**src/core/clgc_pkg.sv**
```systemverilog
// constants shared by the codec link global control block
package clgc_pkg;
    // io register offsets, relative to io_base_address
    localparam logic [7:0] LINK_GLOBAL_CONTROL_OFS = 8'h3c;
    localparam logic [7:0] LINK_GLOBAL_STATUS_OFS = 8'h40;
    // reset values
    localparam logic [31:0] LINK_GLOBAL_CONTROL_RST = 32'h0000_0000;
    localparam logic [31:0] LINK_GLOBAL_STATUS_RST = 32'h0000_0000;
    // control field positions
    localparam int CTL_INPUT_CHANGE_IRQ_EN_BIT = 0;
    localparam int CTL_COLD_RESET_N_BIT = 1;
    localparam int CTL_WARM_RESET_BIT = 2;
    localparam int CTL_SHUT_OFF_BIT = 3;
    localparam int CTL_PRI_RESUME_IRQ_EN_BIT = 4;
    localparam int CTL_SEC_RESUME_IRQ_EN_BIT = 5;
    localparam int CTL_WIDTH = 6;
    // status field positions
    localparam int STA_INPUT_CHANGE_BIT = 0;
    localparam int STA_PRI_RESUME_BIT = 10;
    localparam int STA_SEC_RESUME_BIT = 11;
    // timing, figures in ns and the core clock period
    localparam int CORE_CLK_PERIOD_NS = 40;
    localparam int WARM_PULSE_NS = 1000;
    localparam int BCLK_IDLE_NS = 1000;
    // least times round up
    localparam int WARM_PULSE_CYC = (WARM_PULSE_NS + CORE_CLK_PERIOD_NS - 1) / CORE_CLK_PERIOD_NS;
    localparam int BCLK_IDLE_CYC = (BCLK_IDLE_NS + CORE_CLK_PERIOD_NS - 1) / CORE_CLK_PERIOD_NS;
    localparam int CNT_WIDTH = 8;
    // warm reset sequencer states
    typedef enum logic [1:0] {
        CLGC_WARM_IDLE,
        CLGC_WARM_PULSE,
        CLGC_WARM_WAIT_CLK
    } clgc_warm_state_t;
endpackage

```
**src/core/clgc_sync3.sv**
```systemverilog
// three flop synchroniser whose output moves once stages two and three agree
`timescale 1ns/10ps
module clgc_sync3 #(
    parameter int WIDTH = 1
) (
    // clock, reset, enable
    input wire logic core_clk_i,
    input wire logic rst_n_i,
    input wire logic ce_i,
    // asynchronous input and filtered output
    input wire logic [WIDTH-1:0] async_i,
    output logic [WIDTH-1:0] sync_o
);
    logic [WIDTH-1:0] s1_q, s2_q, s3_q, out_q;
    logic [WIDTH-1:0] s1_d, s2_d, s3_d, out_d;

    ////////////////////////////////////////////////////////////////////////
    // next values; s1 is read only by s2 to keep metastability contained
    always_comb begin
        s1_d = async_i;
        s2_d = s1_q;
        s3_d = s2_q;
        out_d = out_q;
        for (int i = 0; i < WIDTH; i++) begin
            if (s2_q[i] == s3_q[i]) begin
                out_d[i] = s3_q[i];
            end
        end
    end

    // registers, frozen while ce_i is low
    always_ff @(posedge core_clk_i or negedge rst_n_i) begin
        if (!rst_n_i) begin
            s1_q <= '0;
            s2_q <= '0;
            s3_q <= '0;
            out_q <= '0;
        end else if (ce_i) begin
            s1_q <= s1_d;
            s2_q <= s2_d;
            s3_q <= s3_d;
            out_q <= out_d;
        end
    end

    assign sync_o = out_q;
endmodule // clgc_sync3

```
**src/core/clgc_top.sv**
```systemverilog
// global control of the codec serial link: control word, status, resets
`timescale 1ns/10ps
module clgc_top (
    // clock, reset, enable
    input wire logic core_clk_i,
    input wire logic reset_n_i,
    input wire logic ce_i,
    // io register port, single cycle strobes
    input wire logic io_wr_i,
    input wire logic io_rd_i,
    input wire logic [7:0] io_addr_i,
    input wire logic [3:0] io_be_i,
    input wire logic [31:0] io_wdata_i,
    output logic [31:0] io_rdata_o,
    // system events on the core clock
    input wire logic sleep_entry_i,
    input wire logic slot12_valid_i,
    input wire logic slot12_bit0_i,
    input wire logic frame_sync_i,
    input wire logic frame_sdata_out_i,
    // link pins
    input wire logic bit_clk_i,
    input wire logic primary_codec_serial_in_i,
    input wire logic secondary_codec_serial_in_i,
    output logic link_cold_reset_n_o,
    output logic link_sync_o,
    output logic link_sdata_out_o,
    output logic link_input_enable_o,
    // interrupt request
    output logic irq_o
);
    // released reset copy
    logic rst_s1_q, rst_n;
    always_ff @(posedge core_clk_i or negedge reset_n_i) begin
        if (!reset_n_i) begin
            rst_s1_q <= 1'b0;
            rst_n <= 1'b0;
        end else begin
            rst_s1_q <= 1'b1;
            rst_n <= rst_s1_q;
        end
    end

    ////////////////////////////////////////////////////////////////////////
    // synchronised link inputs: bit clock, primary and secondary data
    logic [2:0] pin_sync;
    clgc_sync3 #(.WIDTH(3)) u_sync (
        .core_clk_i(core_clk_i),
        .rst_n_i(rst_n),
        .ce_i(ce_i),
        .async_i({secondary_codec_serial_in_i, primary_codec_serial_in_i, bit_clk_i}),
        .sync_o(pin_sync)
    );

    // state
    logic [clgc_pkg::CTL_WIDTH-1:0] ctrl_q, ctrl_d; // control word
    logic sta_gpi_q, sta_gpi_d; // input change status
    logic sta_pri_q, sta_pri_d; // primary resume status
    logic sta_sec_q, sta_sec_d; // secondary resume status
    clgc_pkg::clgc_warm_state_t warm_q, warm_d; // warm reset sequencer
    logic [clgc_pkg::CNT_WIDTH-1:0] cnt_q, cnt_d; // warm pulse length
    logic [clgc_pkg::CNT_WIDTH-1:0] idle_q, idle_d; // cycles since bit clock edge
    logic [2:0] prev_q, prev_d; // last gated input levels
    logic [31:0] rdata_d;
    logic cold_n_d, sync_d, sdo_d, inen_d, irq_d;

    // decoded strobes and gated inputs
    logic shut_off, bclk_run, wr_ctl, wr_sta, rd_ctl, rd_sta;
    logic [2:0] gated;
    logic pri_rise, sec_rise;

    always_comb begin
        shut_off = ctrl_q[clgc_pkg::CTL_SHUT_OFF_BIT];
        gated = shut_off ? 3'h0 : pin_sync;
        bclk_run = (idle_q < clgc_pkg::CNT_WIDTH'(clgc_pkg::BCLK_IDLE_CYC));
        // resume is a rising data line while the bit clock is absent
        pri_rise = gated[1] && !prev_q[1] && !bclk_run;
        sec_rise = gated[2] && !prev_q[2] && !bclk_run;
        wr_ctl = 1'b0;
        wr_sta = 1'b0;
        rd_ctl = 1'b0;
        rd_sta = 1'b0;
        if (io_addr_i == clgc_pkg::LINK_GLOBAL_CONTROL_OFS) begin
            wr_ctl = io_wr_i && io_be_i[0];
            rd_ctl = io_rd_i;
        end else if (io_addr_i == clgc_pkg::LINK_GLOBAL_STATUS_OFS) begin
            wr_sta = io_wr_i;
            rd_sta = io_rd_i;
        end
    end

    ////////////////////////////////////////////////////////////////////////
    // next state of control, status and warm reset sequencer
    always_comb begin
        ctrl_d = ctrl_q;
        sta_gpi_d = sta_gpi_q;
        sta_pri_d = sta_pri_q;
        sta_sec_d = sta_sec_q;
        warm_d = warm_q;
        cnt_d = cnt_q;
        prev_d = gated;
        // bit clock activity counter saturates at the idle figure
        if (gated[0] != prev_q[0]) begin
            idle_d = '0;
        end else if (bclk_run) begin
            idle_d = idle_q + 8'h01;
        end else begin
            idle_d = idle_q;
        end
        // software write of the control word
        if (wr_ctl) begin
            ctrl_d[0] = io_wdata_i[0];
            ctrl_d[1] = io_wdata_i[1];
            ctrl_d[5:3] = io_wdata_i[5:3];
            // bit 2 is taken by the sequencer below, only when idle
        end
        // sleep entry overrides software; bus reset handled by reset
        if (sleep_entry_i) begin
            ctrl_d[1] = 1'b0;
        end
        // warm reset sequence
        case (warm_q)
            clgc_pkg::CLGC_WARM_IDLE: begin
                // start lives here so the idle branch cannot undo it
                if (wr_ctl && io_wdata_i[2] && !bclk_run) begin
                    ctrl_d[2] = 1'b1;
                    warm_d = clgc_pkg::CLGC_WARM_PULSE;
                    cnt_d = '0;
                end
            end
            clgc_pkg::CLGC_WARM_PULSE: begin
                cnt_d = cnt_q + 8'h01;
                if (cnt_q == clgc_pkg::CNT_WIDTH'(clgc_pkg::WARM_PULSE_CYC - 1)) begin
                    warm_d = clgc_pkg::CLGC_WARM_WAIT_CLK;
                end
            end
            clgc_pkg::CLGC_WARM_WAIT_CLK: begin
                // self clear once the codec clock is back
                if (bclk_run) begin
                    ctrl_d[2] = 1'b0;
                    warm_d = clgc_pkg::CLGC_WARM_IDLE;
                end
            end
            default: begin
                warm_d = clgc_pkg::CLGC_WARM_IDLE;
            end
        endcase
        // write one to clear, a same cycle event wins
        if (wr_sta && io_be_i[0] && io_wdata_i[clgc_pkg::STA_INPUT_CHANGE_BIT]) begin
            sta_gpi_d = 1'b0;
        end
        if (wr_sta && io_be_i[1] && io_wdata_i[clgc_pkg::STA_PRI_RESUME_BIT]) begin
            sta_pri_d = 1'b0;
        end
        if (wr_sta && io_be_i[1] && io_wdata_i[clgc_pkg::STA_SEC_RESUME_BIT]) begin
            sta_sec_d = 1'b0;
        end
        if (slot12_valid_i && slot12_bit0_i && !shut_off) begin
            sta_gpi_d = 1'b1;
        end
        if (pri_rise) begin
            sta_pri_d = 1'b1;
        end
        if (sec_rise) begin
            sta_sec_d = 1'b1;
        end
    end

    ////////////////////////////////////////////////////////////////////////
    // output flops: pins, read data, interrupt
    always_comb begin
        cold_n_d = ctrl_q[clgc_pkg::CTL_COLD_RESET_N_BIT] && !shut_off;
        sync_d = !shut_off && ((warm_q == clgc_pkg::CLGC_WARM_PULSE) || frame_sync_i);
        sdo_d = !shut_off && frame_sdata_out_i;
        inen_d = !shut_off;
        irq_d = (sta_sec_q && ctrl_q[clgc_pkg::CTL_SEC_RESUME_IRQ_EN_BIT])
            || (sta_pri_q && ctrl_q[clgc_pkg::CTL_PRI_RESUME_IRQ_EN_BIT])
            || (sta_gpi_q && ctrl_q[clgc_pkg::CTL_INPUT_CHANGE_IRQ_EN_BIT]);
        rdata_d = io_rdata_o;
        if (rd_ctl) begin
            rdata_d = 32'h0000_0000;
            rdata_d[clgc_pkg::CTL_WIDTH-1:0] = ctrl_q;
            rdata_d[clgc_pkg::CTL_COLD_RESET_N_BIT] = link_cold_reset_n_o;
        end else if (rd_sta) begin
            rdata_d = 32'h0000_0000;
            rdata_d[clgc_pkg::STA_INPUT_CHANGE_BIT] = sta_gpi_q;
            rdata_d[clgc_pkg::STA_PRI_RESUME_BIT] = sta_pri_q;
            rdata_d[clgc_pkg::STA_SEC_RESUME_BIT] = sta_sec_q;
        end else if (io_rd_i) begin
            rdata_d = 32'h0000_0000; // unmapped reads as zero
        end
    end

    // registers, all frozen while ce_i is low
    always_ff @(posedge core_clk_i or negedge rst_n) begin
        if (!rst_n) begin
            ctrl_q <= clgc_pkg::LINK_GLOBAL_CONTROL_RST[clgc_pkg::CTL_WIDTH-1:0];
            sta_gpi_q <= clgc_pkg::LINK_GLOBAL_STATUS_RST[clgc_pkg::STA_INPUT_CHANGE_BIT];
            sta_pri_q <= clgc_pkg::LINK_GLOBAL_STATUS_RST[clgc_pkg::STA_PRI_RESUME_BIT];
            sta_sec_q <= clgc_pkg::LINK_GLOBAL_STATUS_RST[clgc_pkg::STA_SEC_RESUME_BIT];
            warm_q <= clgc_pkg::CLGC_WARM_IDLE;
            cnt_q <= '0;
            idle_q <= clgc_pkg::CNT_WIDTH'(clgc_pkg::BCLK_IDLE_CYC);
            prev_q <= '0;
            io_rdata_o <= 32'h0000_0000;
            link_cold_reset_n_o <= 1'b0;
            link_sync_o <= 1'b0;
            link_sdata_out_o <= 1'b0;
            link_input_enable_o <= 1'b0;
            irq_o <= 1'b0;
        end else if (ce_i) begin
            ctrl_q <= ctrl_d;
            sta_gpi_q <= sta_gpi_d;
            sta_pri_q <= sta_pri_d;
            sta_sec_q <= sta_sec_d;
            warm_q <= warm_d;
            cnt_q <= cnt_d;
            idle_q <= idle_d;
            prev_q <= prev_d;
            io_rdata_o <= rdata_d;
            link_cold_reset_n_o <= cold_n_d;
            link_sync_o <= sync_d;
            link_sdata_out_o <= sdo_d;
            link_input_enable_o <= inen_d;
            irq_o <= irq_d;
        end
    end
endmodule // clgc_top

```
**config.mk**
```make
export PLATFORM = sky130hd
export DESIGN_NAME = clgc_top
export DESIGN_NICKNAME = d
export VERILOG_FILES = /design/src/core/clgc_pkg.sv /design/src/core/clgc_sync3.sv /design/src/core/clgc_top.sv
export SDC_FILE = /design/constraint.sdc
export NUM_CORES = 1
export LEC_CHECK = 0
export BUFFER_PORTS_ARGS = -buffer_cell sky130_fd_sc_hd__clkbuf_2
export CORE_MARGIN = 1.5
export CORE_UTILIZATION = 35
export DETAILED_ROUTE_END_ITERATION = 10
export SYNTH_ARGS = -nofsm -noshare
export SYNTH_HDL_FRONTEND = slang
export SYNTH_SLANG_ARGS = --single-unit
```
**constraint.sdc**
```tcl
create_clock -name core_clk_i -period 3.6 [get_ports core_clk_i]
set_clock_uncertainty 0.15 [all_clocks]
set_input_delay 0.72 -clock core_clk_i [delete_from_list [all_inputs] [get_ports core_clk_i]]
set_output_delay 0.72 -clock core_clk_i [all_outputs]
set_load 0.03 [all_outputs]
```
==> out/qor.yml <==
status:
  outcome: "finished clean"
sta:
  rsz0062_at_grt: "false"
  period_share: 0.554
  relative_slew_slack: 0.588
  worstMarginPinSlew_ps: 619
  number_of_failing_hold_endpoints_at_the_final_stage: 0
  setup_tns_ps: 0
  setup_viol_count_final: 0
  max_freq_mhz: 501
  post-route-min-period_ps: 2000
  timing.final.max_slew_violations: 0
drt:
  final_antenna_net_count: 0
  vias_cell: 5.05
  total_wire_length_after_detailed_routing_mm: 5.91
  dr.pass1.iters: 4
  drt-initial-drc-count: 127
  vias: 2239
  number_of_design_rule_violations_left_after_detail_routing: 0
  wl_per_cell_um: 13.3
clock_tree:
  cts_inserted_buffers: 9
  cts_hold_repair.buffers: 1
  clk_root_buffer_cell: "clkbuf_8"
  cts_tree: "done"
  cts_num_sinks: 57
  cts.clk_slew.worst_paths_ps: 70
  ctsResizeCount: 0
  h-tree-depth: 3
  worst_skew_pair.late_latency_ps: 330
  post_cts.repair.setup_buffers: 0
  cts.path.max_buffers: 2
cells_and_area:
  most_used_cells_in_the_layout_excluding_fill_and_tap_cells: "dfrtp_1, clkbuf_2, o21ai_0"
  ant_diodes: 0
  post_route_cells_drive_above_1_share: 0.257
  mostFrequentLayoutCell: "dfrtp_1"
  area_growth_pct: 14.9
  layoutNonFillerInstCount: 443
  nets: 394
floorplanning:
  die_y_um: 94.8
  num_rows: 33
  die_area_um2: 8990
  initial_core_util: 0.361
  floorplan.die.width_um: 94.8
  core-area_um2: 8180
  num_io_pins: 94
worst_setup_path:
  critical_path.startpoint_type: "flip-flop"
  cp_data_required_time_ps: 3720
  end_kind: "flip-flop"
  worst_r2r_endpoint: "warm_q[0]"
  arr_time_crit_path_ps: 2110
  reg2reg_setup_slack_ps: 1600
  regToRegStartpoint: "idle_q[0]"
  crit_path_max_fanout: 15
  reg2regPathDepth: 6
  worstSetupPathType: "reg -> reg"
global_routing:
  aggregate_global_route_resource_usage: 0.139
  global_route_wire_length_before_repair_mm: 9.41
  first_global_vias: 2017
  grt_overflow_total: 0
  grt_max_degree: 30
  antenna_found_initial: 0
logic_synthesis:
  synthAdderAreaFrac: 0.0170
  synthMuxAreaShare: 0.0471
  dominantRegCellSynth: "dfrtp_1"
  synthesis.area_um2: 2950
  synth-compound-area-share: 0.173
  synth_sequential_area_ratio: 0.485
  yosys.area_share.simple: 0.164
  synthArstFlopShare: 1.00
  synth-edff-count: 0
  synth_top_family_by_area: "compound AO/OA/AOI/OAI gates"
  synthDistinctLibCells: 57
  synthesis.yosys.warnings: 0
  register_bit_count_reported_by_yosys: 57
  postSynthCellCount: 287
  postSynthAreaPerCell_um2: 10.3
  synth-xor-area-share: 0.00891
power_and_ir_drop:
  total_power_mw: 1.81
  power.sequential.fraction: 0.468
  cellInternalPower_mw: 1.22
  portion_of_total_power_attributed_to_combinational_logic: 0.195
  p_switching_mw: 0.586
  sw_frac: 0.324
  power.leakage_nw: 1.58
  worst_ir_drop_vdd_mv: 0.170
  p_clk_frac: 0.337
  p_per_area_nw_per_um2: 534
placed_design:
  place.gp.congestion: 0.783
  placedCellCount: 426
  detailed_place_hpwl_mm: 4.21
  buffers_on_ports: 43
min_path:
  worst_hold_path_type: "reg -> async"
job:
  timing.max_cap.violations: 0
-- per-stage QoR --
step                area, um2  setup WS (ps)  hold WS [ps]   util
floorplan                3040           1720           181      -
global placement         3180           1260           162  0.389
detailed placement       3180           1240           162  0.389
CTS                      3390           1600           169  0.415
global route             3390           1440           219  0.415
finish                   3390           1600           131  0.415
-- cells by family after synthesis --
kind of cell,Yosys count
xor gates and xnor gates,3
muxes,12
AOI/OAI and AO/OA,72
other,2
buffers and inverters,53
adders and majority gates,4
and+or+nand+nor,84
DFF,57
-- cell type report --
| class | count | area [um2] |
|---|---|---|
| Clock buffer | 10 | 138 |
| Clock inverter | 6 | 66.3 |
| Fill cell | 799 | 4780 |
| Inverter | 17 | 63.8 |
| Multi-Input combinational cell | 200 | 1310 |
| Sequential cell | 57 | 1430 |
| Tap cell | 105 | 131 |
| Timing Repair Buffer | 48 | 255 |
-- registers in the layout (all words and copies together), names as in the netlist, 2 cells and up --
register	count
io_rdata_o	8
idle_q	8
u_sync.sync_o	3
prev_q	3
u_sync.s2_q	3
ctrl_q	6
cnt_q	8
u_sync.s1_q	3
warm_q	2
u_sync.s3_q	3
-- worst max-delay path, cell delays in order (launching register included) --
cell and delay, ps:
dfstp_2 550, inv_1 60, ha_1 190, nor2b_1 150, o21a_2 330, o41ai_1 340, a22o_1 160
-- power by group through the flow --
stage / Clock, mW / Combinational (mW) / Sequential (mW)
after floorplan: 0 / 0.306 / 0.826
after global placement: 0 / 0.345 / 0.853
after detailed placement: 0 / 0.353 / 0.858
after CTS: 0.625 / 0.355 / 0.847
after global routing: 0.649 / 0.403 / 0.866
final: 0.609 / 0.353 / 0.847
-- metal layers --
| layer | vias up | track usage | part of all wire |
|---|---|---|---|
| li1 | 1078 | - | - |
| met1 | 1090 | 0.181 | 0.47 |
| met2 | 61 | 0.213 | 0.47 |
| met3 | 10 | 0.0274 | 0.042 |
| met4 | 0 | 0.0784 | 0.018 |
| met5 | - | 0 | 0 |
-- worst max path at each step --
stage / from / end / slack, ps / cells past startpoint
2_1_floorplan: idle_q[0] / cnt_q[0] / 1720 / 7
3_3_place_gp: ce_i / warm_q[0] / 1260 / 5
3_5_place_dp: ce_i / cnt_q[5] / 1240 / 5
4_1_cts: idle_q[0] / warm_q[0] / 1600 / 6
5_1_grt: idle_q[0] / warm_q[0] / 1440 / 6
6_report: idle_q[0] / warm_q[0] / 1600 / 6
-- synthesized netlist by cell type (all sizes together) (2+ instances only) --
cell	count	share of area
ha	4	0.017
nand3	9	0.015
nand4	3	0.011
nor4b	4	0.012
nor3b	2	0.0051
a22o	7	0.021
nor2	9	0.011
dfstp	3	0.027
o21ai	29	0.049
nand2	26	0.033
o41ai	2	0.0059
xor2	2	0.0059
nor4	4	0.011
inv	16	0.020
and3	6	0.013
nand3b	4	0.010
mux2	12	0.047
and2	5	0.011
a221oi	3	0.0089
nor3	3	0.011
clkbuf	7	0.0089
o21a	3	0.0081
a22oi	3	0.0076
dfrtp	54	0.46
a21oi	6	0.010
buf	29	0.072
o311ai	8	0.029
nor2b	4	0.0085
conb	2	0.0025
(Power assumes the default switching activity.)
